File: src/shared/mctr_pkg.sv
/*
  Shared constants of the multichannel trigger evaluator: register map,
  field positions, reset values, trigger types and control states.
  Assumes a 32-bit APB with byte addresses and word-aligned registers.
*/
package mctr_pkg;
  // Register byte offsets
  localparam logic [7:0] MCTR_OFF_CTRL = 8'h00;
  localparam logic [7:0] MCTR_OFF_STAT = 8'h04;
  localparam logic [7:0] MCTR_OFF_TYPE = 8'h08;
  localparam logic [7:0] MCTR_OFF_CHEN = 8'h0C;
  localparam logic [7:0] MCTR_OFF_DPAT = 8'h10;
  localparam logic [7:0] MCTR_OFF_DMSK = 8'h14;
  localparam logic [7:0] MCTR_OFF_DONE = 8'h18;
  localparam logic [7:0] MCTR_OFF_EVT = 8'h1C;
  localparam logic [7:0] MCTR_OFF_LVL = 8'h40; // Level table, one word/chan
  // CTRL field positions
  localparam int MCTR_CTRL_ARM = 0;  // Write 1: re-arm (self clearing)
  localparam int MCTR_CTRL_AND = 1;  // 1 = AND, 0 = OR combination
  localparam int MCTR_CTRL_RLY = 2;  // Alarm relay enable
  localparam int MCTR_CTRL_PAT = 3;  // Pattern trigger enable
  localparam int MCTR_CTRL_NEQ = 4;  // Pattern polarity: 1 = not equal
  localparam int MCTR_CTRL_MC = 5;   // Multichannel trigger enable
  localparam int MCTR_CTRL_COS = 6;  // Event on change of state
  localparam int MCTR_CTRL_PEV = 7;  // Event on pattern recognition
  localparam int MCTR_CTRL_W = 8;
  localparam logic [MCTR_CTRL_W-1:0] MCTR_CTRL_RST = 8'h00;
  // EVT sticky bits
  localparam int MCTR_EVT_COS = 0;
  localparam int MCTR_EVT_PAT = 1;
  // Reset values of config words
  localparam logic [15:0] MCTR_DPAT_RST = 16'h0000;
  localparam logic [15:0] MCTR_DMSK_RST = 16'hFFFF;
  // Trigger type: bit2 edge, bit1 latched, bit0 below/falling
  typedef enum logic [2:0] {
    MCTR_ABOVE = 3'h0,
    MCTR_BELOW = 3'h1,
    MCTR_ABOVE_L = 3'h2,
    MCTR_BELOW_L = 3'h3,
    MCTR_RISE = 3'h4,
    MCTR_FALL = 3'h5,
    MCTR_RISE_L = 3'h6,
    MCTR_FALL_L = 3'h7
  } mctr_type_t;
  // Acquisition control states, one-hot
  typedef enum logic [2:0] {
    MCTR_IDLE = 3'b001,
    MCTR_READY = 3'b010,
    MCTR_ACQ = 3'b100
  } mctr_state_t;
endpackage

File: src/logic/mctr_lvl_mem.sv
/*
  Small per-channel level table: one write port, two registered read
  ports. Assumes writes and reads in the same clock domain.
*/
`timescale 1ns/1ns
`default_nettype none
module mctr_lvl_mem #(
  parameter int DW = 32,
  parameter int DEPTH = 8,
  parameter int AW = 3
) (
  input wire logic pclk,
  input wire logic we,
  input wire logic [AW-1:0] waddr,
  input wire logic [DW-1:0] wdata,
  input wire logic [AW-1:0] raddr_a,
  input wire logic [AW-1:0] raddr_b,
  output logic [DW-1:0] rdata_a,
  output logic [DW-1:0] rdata_b
);
  logic [DW-1:0] mem [DEPTH];

  // Write port; no reset so it maps onto RAM
  always_ff @(posedge pclk) begin
    if (we) begin
      mem[waddr] <= wdata;
    end
  end

  // Registered reads, one cycle latency
  always_ff @(posedge pclk) begin
    rdata_a <= mem[raddr_a];
    rdata_b <= mem[raddr_b];
  end
endmodule
`default_nettype wire

File: src/logic/mctr_top.sv
/*
  Multichannel trigger evaluator: per-channel level/edge/latched trigger
  tests on scanned samples, AND/OR combination, masked digital pattern
  trigger, change-of-state events and the alarm relay drive.
  Assumes samples arrive synchronous to pclk, one channel per strobe,
  with samp_last marking the last channel of a scan; APB slave access.
*/
`timescale 1ns/1ns
`default_nettype none
// Notes on behaviour
// - Above-level channel valid while sample exceeds level, cleared below it.
// - OR mode starts acquisition when any enabled channel is valid and ready.
// - AND mode starts only when all enabled channels are valid together.
// - Below-level channel valid while sample under level, cleared above it.
// - Above-level latched channel stays set until acquisition done and re-arm.
// - Below-level latched channel stays set until acquisition done and re-arm.
// - In AND mode a dropped instantaneous channel counts only once valid again.
// - Every channel has its own trigger type, freely mixed.
// - Rising edge: valid above threshold after below band; invalid below band.
// - Edge channel already past threshold waits for a band crossing first.
// - Falling edge: valid below threshold after above band; invalid above band.
// - Rising-edge latched arms like rising edge, then stays valid.
// - Falling-edge latched validates like falling edge, then stays valid.
// - Masked 16-bit pattern compared with digital inputs starts collection.
// - Equal polarity fires when all unmasked bits match the pattern.
// - Not-equal polarity fires when unmasked bits change after a match.
// - A set mask bit removes that input bit from comparison.
// - Up to 16 inputs flag change-of-state or pattern events.
// - Relay energized while triggered recording runs, when enabled.
// - Triggers while not ready are ignored without any indication.
module mctr_top
  import mctr_pkg::*;
#(
  parameter int NCH = 8,
  parameter int CW = 3,
  parameter int SW = 16,
  parameter int DW = 16
) (
  input wire logic pclk,
  input wire logic presetn,
  input wire logic psel,
  input wire logic penable,
  input wire logic pwrite,
  input wire logic [7:0] paddr,
  input wire logic [31:0] pwdata,
  output logic [31:0] prdata,
  output logic pready,
  output logic pslverr,
  input wire logic samp_valid,
  input wire logic [CW-1:0] samp_chan,
  input wire logic signed [SW-1:0] samp_data,
  input wire logic samp_last,
  input wire logic [DW-1:0] din,
  output logic acq_start,
  output logic acq_active,
  output logic relay_on,
  output logic event_pulse
);
  mctr_state_t state_q;
  logic [MCTR_CTRL_W-1:0] ctrl_q;
  logic [3*NCH-1:0] type_q;
  logic [NCH-1:0] chen_q, valid_q, armed_q;
  logic [DW-1:0] dpat_q, dmsk_q, din_q;
  logic [1:0] evt_q;
  logic pmatch_q, s_v_q, s_last_q, comb_q, relay_q, evp_q;
  logic [CW-1:0] s_chan_q;
  logic signed [SW-1:0] s_data_q;
  logic [31:0] lvl_a, lvl_b;
  logic wr, rd, arm_cmd, done_cmd, lvl_hit, mc_hit, pat_hit, fire;
  logic pmatch, cos_chg;
  logic signed [SW+1:0] thr, hi_band, lo_band, smp;

  // APB decode; zero wait states, level table read in the setup cycle
  assign wr = psel & penable & pwrite;
  assign rd = psel & penable & ~pwrite;
  assign pready = 1'b1;
  assign lvl_hit = paddr[7:6] == MCTR_OFF_LVL[7:6];
  assign arm_cmd = wr & (paddr == MCTR_OFF_CTRL) & pwdata[MCTR_CTRL_ARM];
  assign done_cmd = wr & (paddr == MCTR_OFF_DONE) & pwdata[0];

  mctr_lvl_mem #(
    .DW(32),
    .DEPTH(NCH),
    .AW(CW)
  ) u_lvl (
    .pclk(pclk),
    .we(wr & lvl_hit),
    .waddr(paddr[CW+1:2]),
    .wdata(pwdata),
    .raddr_a(samp_chan),
    .raddr_b(paddr[CW+1:2]),
    .rdata_a(lvl_a),
    .rdata_b(lvl_b)
  );

  // Read mux and error on unmapped offsets
  always_comb begin
    prdata = 32'h0000_0000;
    pslverr = 1'b0;
    if (lvl_hit) begin
      prdata = lvl_b;
    end else begin
      case (paddr)
        MCTR_OFF_CTRL: prdata = {24'h00_0000, ctrl_q};
        MCTR_OFF_STAT: prdata = {7'h00, pmatch_q, valid_q, armed_q,
                                 5'h00, state_q};
        MCTR_OFF_TYPE: prdata = {8'h00, type_q};
        MCTR_OFF_CHEN: prdata = {24'h00_0000, chen_q};
        MCTR_OFF_DPAT: prdata = {16'h0000, dpat_q};
        MCTR_OFF_DMSK: prdata = {16'h0000, dmsk_q};
        MCTR_OFF_DONE: prdata = 32'h0000_0000;
        MCTR_OFF_EVT: prdata = {30'h0000_0000, evt_q};
        default: pslverr = psel & penable;
      endcase
    end
  end

  // Configuration registers; the arm bit never stores, it only pulses
  always_ff @(posedge pclk or negedge presetn) begin
    if (!presetn) begin
      ctrl_q <= MCTR_CTRL_RST;
      type_q <= '0;
      chen_q <= '0;
      dpat_q <= MCTR_DPAT_RST;
      dmsk_q <= MCTR_DMSK_RST;
    end else if (wr) begin
      case (paddr)
        MCTR_OFF_CTRL: ctrl_q <= pwdata[MCTR_CTRL_W-1:0] & 8'hFE;
        MCTR_OFF_TYPE: type_q <= pwdata[3*NCH-1:0];
        MCTR_OFF_CHEN: chen_q <= pwdata[NCH-1:0];
        MCTR_OFF_DPAT: dpat_q <= pwdata[DW-1:0];
        MCTR_OFF_DMSK: dmsk_q <= pwdata[DW-1:0];
        default: ;
      endcase
    end
  end

  // Acquisition control: idle until armed, ready, then recording
  always_ff @(posedge pclk or negedge presetn) begin
    if (!presetn) begin
      state_q <= MCTR_IDLE;
    end else begin
      case (state_q)
        MCTR_IDLE: if (arm_cmd) state_q <= MCTR_READY;
        MCTR_READY: if (fire) state_q <= MCTR_ACQ;
        MCTR_ACQ: if (done_cmd) state_q <= MCTR_IDLE;
        default: state_q <= MCTR_IDLE;
      endcase
    end
  end

  // Sample stage aligned with the registered level read
  always_ff @(posedge pclk or negedge presetn) begin
    if (!presetn) begin
      s_v_q <= 1'b0;
      s_last_q <= 1'b0;
      s_chan_q <= '0;
      s_data_q <= '0;
      comb_q <= 1'b0;
    end else begin
      s_v_q <= samp_valid;
      s_last_q <= samp_valid & samp_last;
      s_chan_q <= samp_chan;
      s_data_q <= samp_data;
      comb_q <= s_last_q; // Combine once the whole scan is updated
    end
  end

  // Threshold in the low half, hysteresis band width in the high half
  assign thr = {{2{lvl_a[SW-1]}}, lvl_a[SW-1:0]};
  assign smp = {{2{s_data_q[SW-1]}}, s_data_q};
  assign hi_band = thr + $signed({2'b00, lvl_a[16+SW-1:16]});
  assign lo_band = thr - $signed({2'b00, lvl_a[16+SW-1:16]});

  // Per-channel evaluation, one update per channel per scan
  for (genvar i = 0; i < NCH; i++) begin : g_ch
    logic edge_t, latch_t, below_t, cond, past_band, hit;
    assign edge_t = type_q[3*i+2];
    assign latch_t = type_q[3*i+1];
    assign below_t = type_q[3*i];
    assign cond = below_t ? (smp < thr) : (smp > thr);
    assign past_band = below_t ? (smp > hi_band) : (smp < lo_band);
    assign hit = s_v_q & (s_chan_q == CW'(i));

    always_ff @(posedge pclk or negedge presetn) begin
      if (!presetn) begin
        valid_q[i] <= 1'b0;
        armed_q[i] <= 1'b0;
      end else if (arm_cmd) begin
        valid_q[i] <= 1'b0;
        armed_q[i] <= 1'b0;
      end else if (hit && state_q == MCTR_READY) begin
        if (!edge_t) begin
          valid_q[i] <= latch_t ? (valid_q[i] | cond) : cond;
        end else if (past_band) begin
          armed_q[i] <= 1'b1;
          if (!latch_t) begin
            valid_q[i] <= 1'b0;
          end
        end else if (armed_q[i] && cond) begin
          valid_q[i] <= 1'b1;
        end
      end
    end
  end

  // Channel combination, evaluated after the scan completes
  always_comb begin
    if (ctrl_q[MCTR_CTRL_AND]) begin
      mc_hit = (&(valid_q | ~chen_q)) & (|chen_q);
    end else begin
      mc_hit = |(valid_q & chen_q);
    end
  end

  // Pattern compare with masked bits excluded
  assign pmatch = ((din ^ dpat_q) & ~dmsk_q) == '0;
  assign cos_chg = ((din ^ din_q) & ~dmsk_q) != '0;
  assign pat_hit = ctrl_q[MCTR_CTRL_NEQ] ? (pmatch_q & ~pmatch)
                                         : pmatch;
  // Only the ready state lets a trigger through; others drop it silently
  assign fire = (state_q == MCTR_READY) &
                ((ctrl_q[MCTR_CTRL_MC] & comb_q & mc_hit) |
                 (ctrl_q[MCTR_CTRL_PAT] & pat_hit));

  // Input history for pattern polarity and change detection
  always_ff @(posedge pclk or negedge presetn) begin
    if (!presetn) begin
      din_q <= '0;
      pmatch_q <= 1'b0;
    end else begin
      din_q <= din;
      pmatch_q <= pmatch;
    end
  end

  // Sticky events; a new event beats a write-one clear
  always_ff @(posedge pclk or negedge presetn) begin
    if (!presetn) begin
      evt_q <= 2'b00;
      evp_q <= 1'b0;
    end else begin
      for (int b = 0; b < 2; b++) begin
        if (wr && paddr == MCTR_OFF_EVT && pwdata[b]) begin
          evt_q[b] <= 1'b0;
        end
      end
      if (ctrl_q[MCTR_CTRL_COS] && cos_chg) begin
        evt_q[MCTR_EVT_COS] <= 1'b1;
      end
      if (ctrl_q[MCTR_CTRL_PEV] && pmatch && !pmatch_q) begin
        evt_q[MCTR_EVT_PAT] <= 1'b1;
      end
      evp_q <= (ctrl_q[MCTR_CTRL_COS] & cos_chg) |
               (ctrl_q[MCTR_CTRL_PEV] & pmatch & ~pmatch_q);
    end
  end

  // Relay follows recording one clock late, so it drops the cycle after the run ends
  always_ff @(posedge pclk or negedge presetn) begin
    if (!presetn) begin
      relay_q <= 1'b0;
    end else begin
      relay_q <= ctrl_q[MCTR_CTRL_RLY] & (state_q == MCTR_ACQ);
    end
  end

  assign acq_start = fire;
  assign acq_active = state_q == MCTR_ACQ;
  assign relay_on = relay_q;
  assign event_pulse = evp_q;

  property p_ready_only;
    @(posedge pclk) disable iff (!presetn)
      acq_start |=> !acq_start;
  endproperty
  a_ready_only: assert property (p_ready_only)
    else $error("trigger taken while not ready");

  property p_start_acq;
    @(posedge pclk) disable iff (!presetn)
      acq_start |=> acq_active;
  endproperty
  a_start_acq: assert property (p_start_acq)
    else $error("acquisition did not start after trigger");

  property p_and_all;
    @(posedge pclk) disable iff (!presetn)
      (acq_start && ctrl_q[MCTR_CTRL_AND] && !ctrl_q[MCTR_CTRL_PAT])
        |-> (valid_q & chen_q) == chen_q;
  endproperty
  a_and_all: assert property (p_and_all)
    else $error("AND trigger with an invalid channel");

  property p_or_any;
    @(posedge pclk) disable iff (!presetn)
      (state_q == MCTR_READY && ctrl_q[MCTR_CTRL_MC] && comb_q &&
       !ctrl_q[MCTR_CTRL_AND] && (valid_q & chen_q) != '0) |-> acq_start;
  endproperty
  a_or_any: assert property (p_or_any)
    else $error("OR trigger missed a valid channel");

  property p_latch_hold;
    @(posedge pclk) disable iff (!presetn)
      (valid_q[0] && type_q[1] && !arm_cmd) |=> valid_q[0];
  endproperty
  a_latch_hold: assert property (p_latch_hold)
    else $error("latched channel dropped");

  property p_edge_needs_arm;
    @(posedge pclk) disable iff (!presetn)
      ($rose(valid_q[0]) && type_q[2]) |-> $past(armed_q[0]);
  endproperty
  a_edge_needs_arm: assert property (p_edge_needs_arm)
    else $error("edge channel valid without band crossing");

  property p_rearm_clear;
    @(posedge pclk) disable iff (!presetn)
      arm_cmd |=> valid_q == '0 && armed_q == '0;
  endproperty
  a_rearm_clear: assert property (p_rearm_clear)
    else $error("arming state survived re-arm");

  property p_eq_fire;
    @(posedge pclk) disable iff (!presetn)
      (state_q == MCTR_READY && ctrl_q[MCTR_CTRL_PAT] &&
       !ctrl_q[MCTR_CTRL_NEQ] && ((din ^ dpat_q) & ~dmsk_q) == '0)
        |-> acq_start;
  endproperty
  a_eq_fire: assert property (p_eq_fire)
    else $error("pattern match did not trigger");

  property p_relay;
    @(posedge pclk) disable iff (!presetn)
      relay_on |-> $past(acq_active) && $past(ctrl_q[MCTR_CTRL_RLY]);
  endproperty
  a_relay: assert property (p_relay)
    else $error("relay on outside enabled recording");

  c_or_start: cover property (@(posedge pclk) disable iff (!presetn)
    acq_start && !ctrl_q[MCTR_CTRL_AND]);
  c_and_start: cover property (@(posedge pclk) disable iff (!presetn)
    acq_start && ctrl_q[MCTR_CTRL_AND]);
  c_pat_neq: cover property (@(posedge pclk) disable iff (!presetn)
    acq_start && ctrl_q[MCTR_CTRL_NEQ]);
endmodule
`default_nettype wire

File: config.mk
export PLATFORM = sky130hd
export DESIGN_NAME = mctr_top
export DESIGN_NICKNAME = d
export VERILOG_FILES = /design/src/shared/mctr_pkg.sv /design/src/logic/mctr_lvl_mem.sv /design/src/logic/mctr_top.sv
export SDC_FILE = /design/constraint.sdc
export NUM_CORES = 1
export LEC_CHECK = 0
export BUFFER_PORTS_ARGS = -buffer_cell sky130_fd_sc_hd__buf_2
export CAP_MARGIN = 20
export CORE_MARGIN = 2
export CORE_UTILIZATION = 35
export CTS_CLUSTER_SIZE = 40
export DETAILED_ROUTE_END_ITERATION = 8
export PLACE_DENSITY = 0.5
export SYNTH_ARGS = -nofsm -noshare
export SYNTH_HDL_FRONTEND = slang
export SYNTH_SLANG_ARGS = --single-unit
export TNS_END_PERCENT = 1
File: constraint.sdc
create_clock -name pclk -period 14.55 [get_ports pclk]
set_clock_uncertainty 0.1 [all_clocks]
set_input_delay 0.7275 -clock pclk [delete_from_list [all_inputs] [get_ports pclk]]
set_output_delay 0.7275 -clock pclk [all_outputs]
set_load 0.02 [all_outputs]
==> results.cfg, run 1 <==
[worst_setup_path]
cpMaxStageDelayCell = o311ai_2
crit_required_ns = 14.92
cp.arrival_ns = 5.83
cp-end-kind = register
crit_fanout = 8
slowest_delay_ns = 0.90
crit_path_start_kind = register
path_class = register to register
crit_chain = ha_1 > inv_1 > fa_1 > o21bai_1 > a211oi_1 > a2bb2oi_1 > a211oi_1 > o41a_1 > o21bai_1 > a21oi_1 > xnor2_1 > ha_1 > and4_1 > nand4_1 > o311ai_2 > nand3_1 > and4_1 > a311oi_1 > o22ai_1

[die]
core_area_um2 = 62850
die_w_um = 255.8
num_rows = 92
dieArea_um2 = 65440
die_h_um = 255.8
start_util_pct = 35.31
pin_count = 120

[clock_network]
cts_root_buffer = clkbuf_16
cts_setup_buffers = 0
cts-resized-gates = 0
cts_sinks = 453
cts_htree_levels = 2
clockBufferDepth = 3
clk_latency_ns = 0.63
cts_tree = built
ctsHoldBuffers = 0
cts_buffers = 51
clkSlewWorstSetupHoldPaths_ns = 0.06

[timing]
tightestPinTransition_ns = 1.131
layout_setup_ws_ns = 9.090
fin_crit_ns = 5.460
setup_viol = 0
finalCritPeriodShare_pct = 37.52
fmax_mhz = 183.2
slew_headroom_pct = 23.64
rsz0062_at_grt = false
fin_tns_setup_ns = 0
finalHoldViolCount = 0
holdWs_ns = 0.01433
drv_slew = 0

[drt]
post-route-drc-count = 0
drtAntennaViolNets = 0
vias = 14260
drtIter0Drc = 1175
routed_via_density = 5.584
first_pass_iters = 9
wl_per_cell_um = 25.93
wl_um = 66200

[synth]
synthCells = 1535
netlist_top_cells_area = edfxtp_1, dfrtp_1, mux4_2
yosys_warnings = 0
syn-cell-area_um2 = 22190
ys.flop_type = edfxtp_1
async_reset_ff_share_pct = 29.36
yosysTopAreaCell = edfxtp_1
netlist.area_leader.share_pct = 34.64
synth.avg_cell_area_um2 = 14.46
ys_ff_latch = 453
synth_nets = 1703
synth_seq_area_share_pct = 55.51
yosysUniqueCellTypes = 78
synth_edf_count = 256

[power_and_ir_drop]
p_leak_uw = 0.009768
max-vdd-ir-drop_uv = 94.93
p_per_area_nw_per_um2 = 123.8
p_total_uw = 3165

[placed_design]
dp.cells = 2456
place_ws_ns = 8.973
portBuffers = 118
place_congestion = 0.8847
place_hpwl_um = 44780

[grt]
grt_pass1_vias = 14940
grt_max_degree = 69
grt.total_usage_pct = 20.32
grt_pass1_wl_um = 98390
antenna_found_initial = 7
grt_overflow = 0

[finish]
drive_above_1_share_pct = 31.71
mostFrequentLayoutCell = edfxtp_1
area_delta_synth_final_pct = 15.18
stdcell_count = 2553
final_cell_mix = edfxtp_1, mux2_2, mux4_2, dfrtp_1, buf_2
fin_nets = 1832

[run]
drv_cap = 0

[status]
status = complete, no violations

[worst_hold_path]
min_path_type = input pin to async pin
==> layout make-up <==
type                            count  area (um^2)
Tap cell                          846         1059
Multi-Input combinational cell    940         9393
Antenna cell                        1        2.502
Clock inverter                     33        377.9
Sequential cell                   453        12320
Clock buffer                       62         1338
Inverter                           75        281.5
Timing Repair Buffer              143        793.3
Fill cell                        5872        37290
==> per-stage QoR <==
stage          utilization [%]  instance area [um^2]
3_5_place_dp             37.93                 23840
4_1_cts                  40.66                 25550
5_1_grt                  40.67                 25560
3_3_place_gp             37.90                 23820
2_1_floorplan                -                 22190
6_report                 40.67                 25560
==> flip-flops by register name (all words and copies together), names as in the netlist <==
signal         count
armed_q            8
chen_q             8
comb_q             1
ctrl_q             7
din_q             16
dmsk_q            16
dpat_q            16
event_pulse        1
evt_q              2
pmatch_q           1
relay_on           1
s_chan_q           3
s_data_q          16
s_last_q           1
s_v_q              1
state_q            3
type_q            24
u_lvl.mem        256
u_lvl.rdata_a     32
u_lvl.rdata_b     32
valid_q            8
==> cells in the mapped netlist, drive strengths merged (11+ instances only) <==
| library cell | number |
|---|---|
| a21o | 12 |
| a21oi | 43 |
| a222oi | 17 |
| a22oi | 34 |
| a31oi | 13 |
| and2 | 11 |
| buf | 22 |
| clkbuf | 45 |
| dfrtp | 116 |
| dfstp | 17 |
| dfxtp | 64 |
| edfxtp | 256 |
| ha | 84 |
| inv | 75 |
| mux2 | 140 |
| mux4 | 128 |
| nand2 | 63 |
| nand2b | 21 |
| nand3 | 37 |
| nor2 | 60 |
| nor2b | 11 |
| nor3 | 22 |
| o21ai | 23 |
| o22ai | 27 |
| xnor2 | 54 |
==> routing by layer <==
metal / global-route usage [%] / vias to the layer above / part of all wire, % / routed length [um]
li1: - / 6284 / - / -
met1: 28.22 / 7400 / 45 / 29460
met2: 32.15 / 446 / 46 / 30600
met3: 2.872 / 124 / 5.4 / 3561
met4: 8.187 / 2 / 3.9 / 2559
met5: 0 / - / 0.026 / 17
==> worst paths after layout <==
path	startpoint	to	slack (ns)	cells after the start
max	u_lvl.rdata_a[0]$_DFF_P_	valid_q[2]$_DFFE_PN0P_	9.09	19
max reg2reg	u_lvl.rdata_a[0]$_DFF_P_	valid_q[2]$_DFFE_PN0P_	9.09	19
min in group pclk	samp_data[8]	s_data_q[8]$_DFF_PN0_	0.13	1
min reg2reg	s_last_q$_DFF_PN0_	comb_q$_DFF_PN0_	0.25	0
max in group asynchronous	presetn	din_q[7]$_DFF_PN0_	12.94	2
min	presetn	s_data_q[14]$_DFF_PN0_	0.01	1
==> critical path, delay by kind of cell (launching register included) <==
family	cells	cell delay, ns
AO/OA/AOI/OAI	10	2.79
buffers and inverters	1	0.05
adder cells (fa/ha/maj)	3	0.89
XOR/XNOR	1	0.14
flip-flops	1	0.36
AND/OR/NAND/NOR	4	0.98
==> power breakdown <==
| part | switching (uW) | internal [uW] | total (uW) |
|---|---|---|---|
| clock | 551 | 783 | 1330 |
| combinational | 242 | 178 | 420 |
| sequential | 25.9 | 1380 | 1410 |
==> cell families after synthesis <==
group,synth area share (%)
buf+inv,2.526
compound gates,8.378
xor+xnor,2.368
flops,55.51
simple gates,6.106
other cells,0.01690
mux,20.18
fa+ha+maj,4.916
Note: power is estimated with default switching activity, not from simulation.
==> run 2, diff against run 1 <==
Clock period 14.55 ns to 5.11 ns, I/O delays scaled along.
==> run 2 against run 1 <==
  * Die area unchanged
  * Via count is 1.4% higher
  * Non-clock buffer count grew 76
  * Critical path type unchanged
  * Flip-flop and latch count did not move
  * Power increased to 2.8 times the previous value
  * Cell area increased by 2.8%
  * Worst setup slack got worse by 8.9 ns
  * Count of clock-buffer cells in the layout rose by 16
  * First-iteration DRC count shrank 1.0%
  * Fmax increased by 11%
  * Sequential share of layout area fell by 1.3 points
  * Register-to-register slack worse by 8.9 ns
==> results.cfg, run 2 (synthesis results as in run 1) <==
[drt]
vias = 14450
wl_per_cell_um = 25.45
post-route-drc-count = 0
drtAntennaViolNets = 0
first_pass_iters = 6
drtIter0Drc = 1163
wl_um = 66830
routed_via_density = 5.503

[grt]
grt_pass1_wl_um = 98870
grt_overflow = 0
antenna_found_initial = 3
grt_max_degree = 67
grt_pass1_vias = 14910
grt.total_usage_pct = 20.34

[die]
die_w_um = 255.8
die_h_um = 255.8
start_util_pct = 35.31
dieArea_um2 = 65440
pin_count = 120
num_rows = 92
core_area_um2 = 62850

[run]
drv_cap = 0

[worst_setup_path]
crit_fanout = 5
r2r_slack_ns = 0.21
cpMaxStageDelayCell = fa_1
crit_required_ns = 5.49
crit_path_start_kind = register
path_delay_family = compound AO/OA/AOI/OAI gates
cp-end-kind = register
path_class = register to register
cp_num_buf_inv = 3
slowest_delay_ns = 0.40
crit_chain = inv_1 > ha_1 > inv_1 > fa_1 > a21oi_1 > o21ai_1 > o41a_1 > a41o_1 > o41ai_4 > buf_4 > xnor2_1 > ha_1 > nand3_1 > nor2_1 > o2111ai_1 > a31oi_4 > nand2_1 > and4_1 > a311oi_1 > o22ai_1
cp.arrival_ns = 5.28

[finish]
largestRegisters = u_lvl.mem x256, u_lvl.rdata_a x32, u_lvl.rdata_b x32
drive_above_1_share_pct = 30.75
fin_util_pct = 41.82
final_area_um2 = 26290
final_cell_mix = edfxtp_1, mux2_2, mux4_2, dfrtp_1, buf_2
fin_nets = 1907
regMostFlops = u_lvl.mem
largest_reg_flops = 256
nFillCells = 5815
ff_latch_area_um2 = 12320
area_delta_synth_final_pct = 18.44
multi_input_area_um2 = 9485
mostFrequentLayoutCell = edfxtp_1

[timing]
slew_headroom_pct = 33.00
rsz0062_at_grt = true
finalHoldViolCount = 0
setup_viol = 0
fin_tns_setup_ns = 0
drv_slew = 0
tightestPinTransition_ns = 1.005
fmax_mhz = 203.9
fin_crit_ns = 4.904
finalCritPeriodShare_pct = 95.98

[power_and_ir_drop]
p_total_uw = 8823
pwr-share-comb_pct = 14.8
p_leak_uw = 0.01003
p_sw_share_pct = 26.15
p_int_uw = 6516
p_seq_share_pct = 45.5
clockPowerShare_pct = 39.7
max-vdd-ir-drop_uv = 266.4
p_per_area_nw_per_um2 = 335.7
p_switching_uw = 2307

[clock_network]
clockBufferDepth = 3
cts_htree_levels = 2
cts_buffers = 50
clkSlewWorstSetupHoldPaths_ns = 0.06
cts_tree = built
cts_root_buffer = clkbuf_16
cts_sinks = 453
clk_latency_ns = 0.62

[placed_design]
place_congestion = 0.9105
portBuffers = 118
placed_cell_area_um2 = 23940
place_hpwl_um = 45840

[status]
status = complete, no violations

[worst_hold_path]
min_path_type = input pin to register
-- run 2: cell count changes in the layout (fill, tap and decap cells not counted), sizes merged --
cell         previous run  this run
bufinv                  7         2
clkinvlp                3         1
buf                   142       152
clkinv                 20         9
dlygate4sd3             0        67
inv                    78        77
clkbuf                 63        78
-- run 2: power groups by stage --
stage | sequential, uW | clock (uW) | combinational, uW
finish | 4020 | 3500 | 1300
global route | 4020 | 3750 | 1430
CTS | 4020 | 3600 | 1270
detailed placement | 4090 | 0 | 1220
global placement | 4090 | 0 | 1210
floorplan | 4050 | 0 | 821
-- run 2: cell type report --
class | count | area share, %
well taps | 846 | 4.027
multi-input cells | 940 | 36.09
clock buffers | 78 | 5.350
flip-flops and latches | 453 | 46.86
clock inverters | 14 | 0.6283
repair buffers | 219 | 5.964
diodes | 1 | 0.009520
inverters | 75 | 1.071
-- run 2: repair_timing --
action / 4_1_cts / 5_1_grt
hold buffers: 67 / 0
gates resized for setup: 1 / 16
endpoints found under the setup margin: 1 / 16
pin swaps: 0 / 6
setup buffers: 0 / 1
hold endpoints to repair: 382 / 0
-- run 2: stage by stage --
step | setup slack (ns) | hold slack [ns] | std cells
2_1_floorplan | 0.5366 | -0.1401 | 1535
3_3_place_gp | 0.08430 | 0.1800 | 2465
3_5_place_dp | -0.02071 | 0.1866 | 2465
4_1_cts | 0.01714 | 0.005259 | 2624
5_1_grt | -0.03668 | 0.02481 | 2625
6_report | 0.2055 | 0.01230 | 2626
-- run 2: per-layer routing --
metal / track usage (%) / up-vias / wire length [um] / part of all wire [%]
met5: 0 / - / 14 / 0.021
met4: 5.507 / 2 / 1624 / 2.4
met3: 3.199 / 88 / 3722 / 5.6
met2: 33.22 / 425 / 31720 / 47
met1: 28.24 / 7509 / 29750 / 45
li1: - / 6428 / - / -
-- run 2: final timing paths --
kind | end | from | cells after the start
max reg2reg | valid_q[2]$_DFFE_PN0P_ | u_lvl.rdata_a[0]$_DFF_P_ | 20
max in group asynchronous | din_q[0]$_DFF_PN0_ | presetn | 3
min in group asynchronous | s_data_q[13]$_DFF_PN0_ | presetn | 2
min reg2reg | comb_q$_DFF_PN0_ | s_last_q$_DFF_PN0_ | 0
max | valid_q[2]$_DFFE_PN0P_ | u_lvl.rdata_a[0]$_DFF_P_ | 20
min | s_chan_q[1]$_DFF_PN0_ | samp_chan[1] | 2
==> run 3, diff against run 2 <==
Settings changed: CORE_MARGIN 2 to default, RECOVER_POWER from default to 100.
==> run 3 against run 2 <==
  * The flow now finishes with violations (capacitance limit, slew limit)
  * Non-clock buffer count is 3 higher
  * Worst hold slack better by 0.20 ns
  * Combinational power is 3% lower
  * Critical path depth is 2 lower
  * First-iteration DRC count is 4.1% higher
  * Wire length is 0.95% lower
  * Via count hardly changed
  * Sequential share of layout area is 0.10 points higher
  * Critical path type unchanged
  * Critical endpoint unchanged
==> results.cfg, run 3 (synthesis results as in run 1) <==
[drt]
drtAntennaViolNets = 0
wl_um = 66200
first_pass_iters = 9
wl_per_cell_um = 25.25
routed_via_density = 5.509
vias = 14450
drtIter0Drc = 1211
post-route-drc-count = 0

[timing]
layout_setup_ws_ns = 0.2244
holdWs_ns = 0.2093
drv_slew = 387
setup_viol = 0
slew_headroom_pct = -165.8
tightestPinTransition_ns = 3.988
fin_crit_ns = 4.886
finalHoldViolCount = 0
fmax_mhz = 204.7
finalCritPeriodShare_pct = 95.61

[die]
die_w_um = 253.8
num_rows = 91
start_util_pct = 35.70
die_h_um = 253.8
core_area_um2 = 62170
dieArea_um2 = 64420
pin_count = 120

[finish]
final_cell_mix = edfxtp_1, mux4_2, mux2_2, dfrtp_1, clkbuf_1
multi_input_area_um2 = 9400
drive_above_1_share_pct = 24.73
nFillCells = 5767
mostFrequentLayoutCell = edfxtp_1
ff_latch_area_um2 = 12320
area_delta_synth_final_pct = 18.19
fin_nets = 1910
largestRegisters = u_lvl.mem x256, u_lvl.rdata_a x32, u_lvl.rdata_b x32
largest_reg_flops = 256
regMostFlops = u_lvl.mem

[clock_network]
clk_latency_ns = 0.63
cts_htree_levels = 2
cts_root_buffer = clkbuf_16
cts_buffers = 50
cts_tree = built
clockBufferDepth = 3
clkSlewWorstSetupHoldPaths_ns = 0.06
cts_sinks = 453

[worst_setup_path]
crit_path_start_kind = register
crit_required_ns = 5.46
cp.arrival_ns = 5.24
path_class = register to register
crit_fanout = 8
cp-end-kind = register

[status]
status = finished, violations left
violations = capacitance limit, slew limit

[grt]
antenna_found_initial = 4
grt_overflow = 0
grt.total_usage_pct = 20.67
grt_max_degree = 60
grt_pass1_wl_um = 96380
grt_pass1_vias = 14850

[placed_design]
place_congestion = 0.9145
portBuffers = 118
place_hpwl_um = 45690
place_ws_ns = 0.08022

[power_and_ir_drop]
p_leak_uw = 0.009822
p_per_area_nw_per_um2 = 351.6
max-vdd-ir-drop_uv = 247.4

[run]
drv_cap = 14

[worst_hold_path]
min_path_type = input pin to register
run 3: changes by cell type in the layout (fill, tap and decap cells not counted), moves of 8 or more:
cell	previous run	this run
clkbuf_1	23	99
buf_2	114	32
buf_4	34	18
bufinv_16	2	10
clkbuf_2	0	12
mux2_1	0	18
mux2_2	140	122
run 3: final cells by class:
class | instances | area share (%)
Sequential cell | 453 | 46.97
Multi-Input combinational cell | 940 | 35.84
Timing Repair Buffer | 222 | 5.266
Clock buffer | 61 | 5.080
Tap cell | 837 | 3.993
Clock inverter | 32 | 1.765
Inverter | 75 | 1.073
Antenna cell | 2 | 0.01908
run 3: worst max-delay path, cell delays in order (launching register included):
cell	delay, ns
dfxtp_1	0.42
inv_1	0.07
ha_1	0.39
or4_1	0.54
a31o_2	0.26
a31oi_2	0.22
a311oi_1	0.18
o21bai_1	0.23
a21oi_1	0.12
xnor2_1	0.13
ha_1	0.30
and4_1	0.22
nand4_1	0.21
o311ai_1	0.34
buf_4	0.23
nand3_1	0.15
and4_1	0.24
a311oi_1	0.28
o22ai_1	0.11
run 3: routing by layer:
metal	global-route usage, %	routed length [um]	share of wire, %
met3	4.107	4091	6.2
met4	6.954	1879	2.8
met5	0	44	0.066
met1	28.04	29180	44
met2	33.02	31000	47
run 3: repair_timing:
action,4_1_cts,5_1_grt
buffers inserted,0,0
endpoints found under the hold margin,399,0
setup endpoints to repair,0,13
resized for setup,0,19
hold buffers,68,0
run 3: final timing paths:
| path | from | endpoint | slack [ns] | cells after the start |
|---|---|---|---|---|
| hold / removal | samp_data[9] | s_data_q[9]$_DFF_PN0_ | 0.21 | 2 |
| setup / recovery | u_lvl.rdata_a[23]$_DFF_P_ | valid_q[2]$_DFFE_PN0P_ | 0.22 | 18 |
| setup reg to reg | u_lvl.rdata_a[23]$_DFF_P_ | valid_q[2]$_DFFE_PN0P_ | 0.22 | 18 |
| max in group asynchronous | presetn | din_q[2]$_DFF_PN0_ | 1.18 | 3 |
| min in group asynchronous | presetn | s_data_q[13]$_DFF_PN0_ | 1.28 | 2 |
| hold reg to reg | s_last_q$_DFF_PN0_ | comb_q$_DFF_PN0_ | 0.25 | 0 |
run 3: metrics by stage:
| step | power [uW] | std cells | TNS (ns) | utilization (%) | area, um^2 |
|---|---|---|---|---|---|
| after floorplan | 4874 | 1535 | 0 | - | 22190 |
| after global placement | 5300 | 2457 | 0 | 38.43 | 23890 |
| after detailed placement | 5307 | 2457 | 0 | 38.43 | 23890 |
| after CTS | 9292 | 2618 | 0 | 42.41 | 26370 |
| after global routing | 9586 | 2620 | -0.01228 | 42.18 | 26230 |
| final | 9221 | 2622 | 0 | 42.19 | 26230 |
run 3: power by group:
group          switching [uW]  leakage [uW]  total [uW]  internal, uW
Combinational             707       0.00446        1260           558
Clock                    1560      0.000870        3930          2370
Sequential               81.4       0.00449        4030          3940
Total                    2350       0.00982        9220          6870
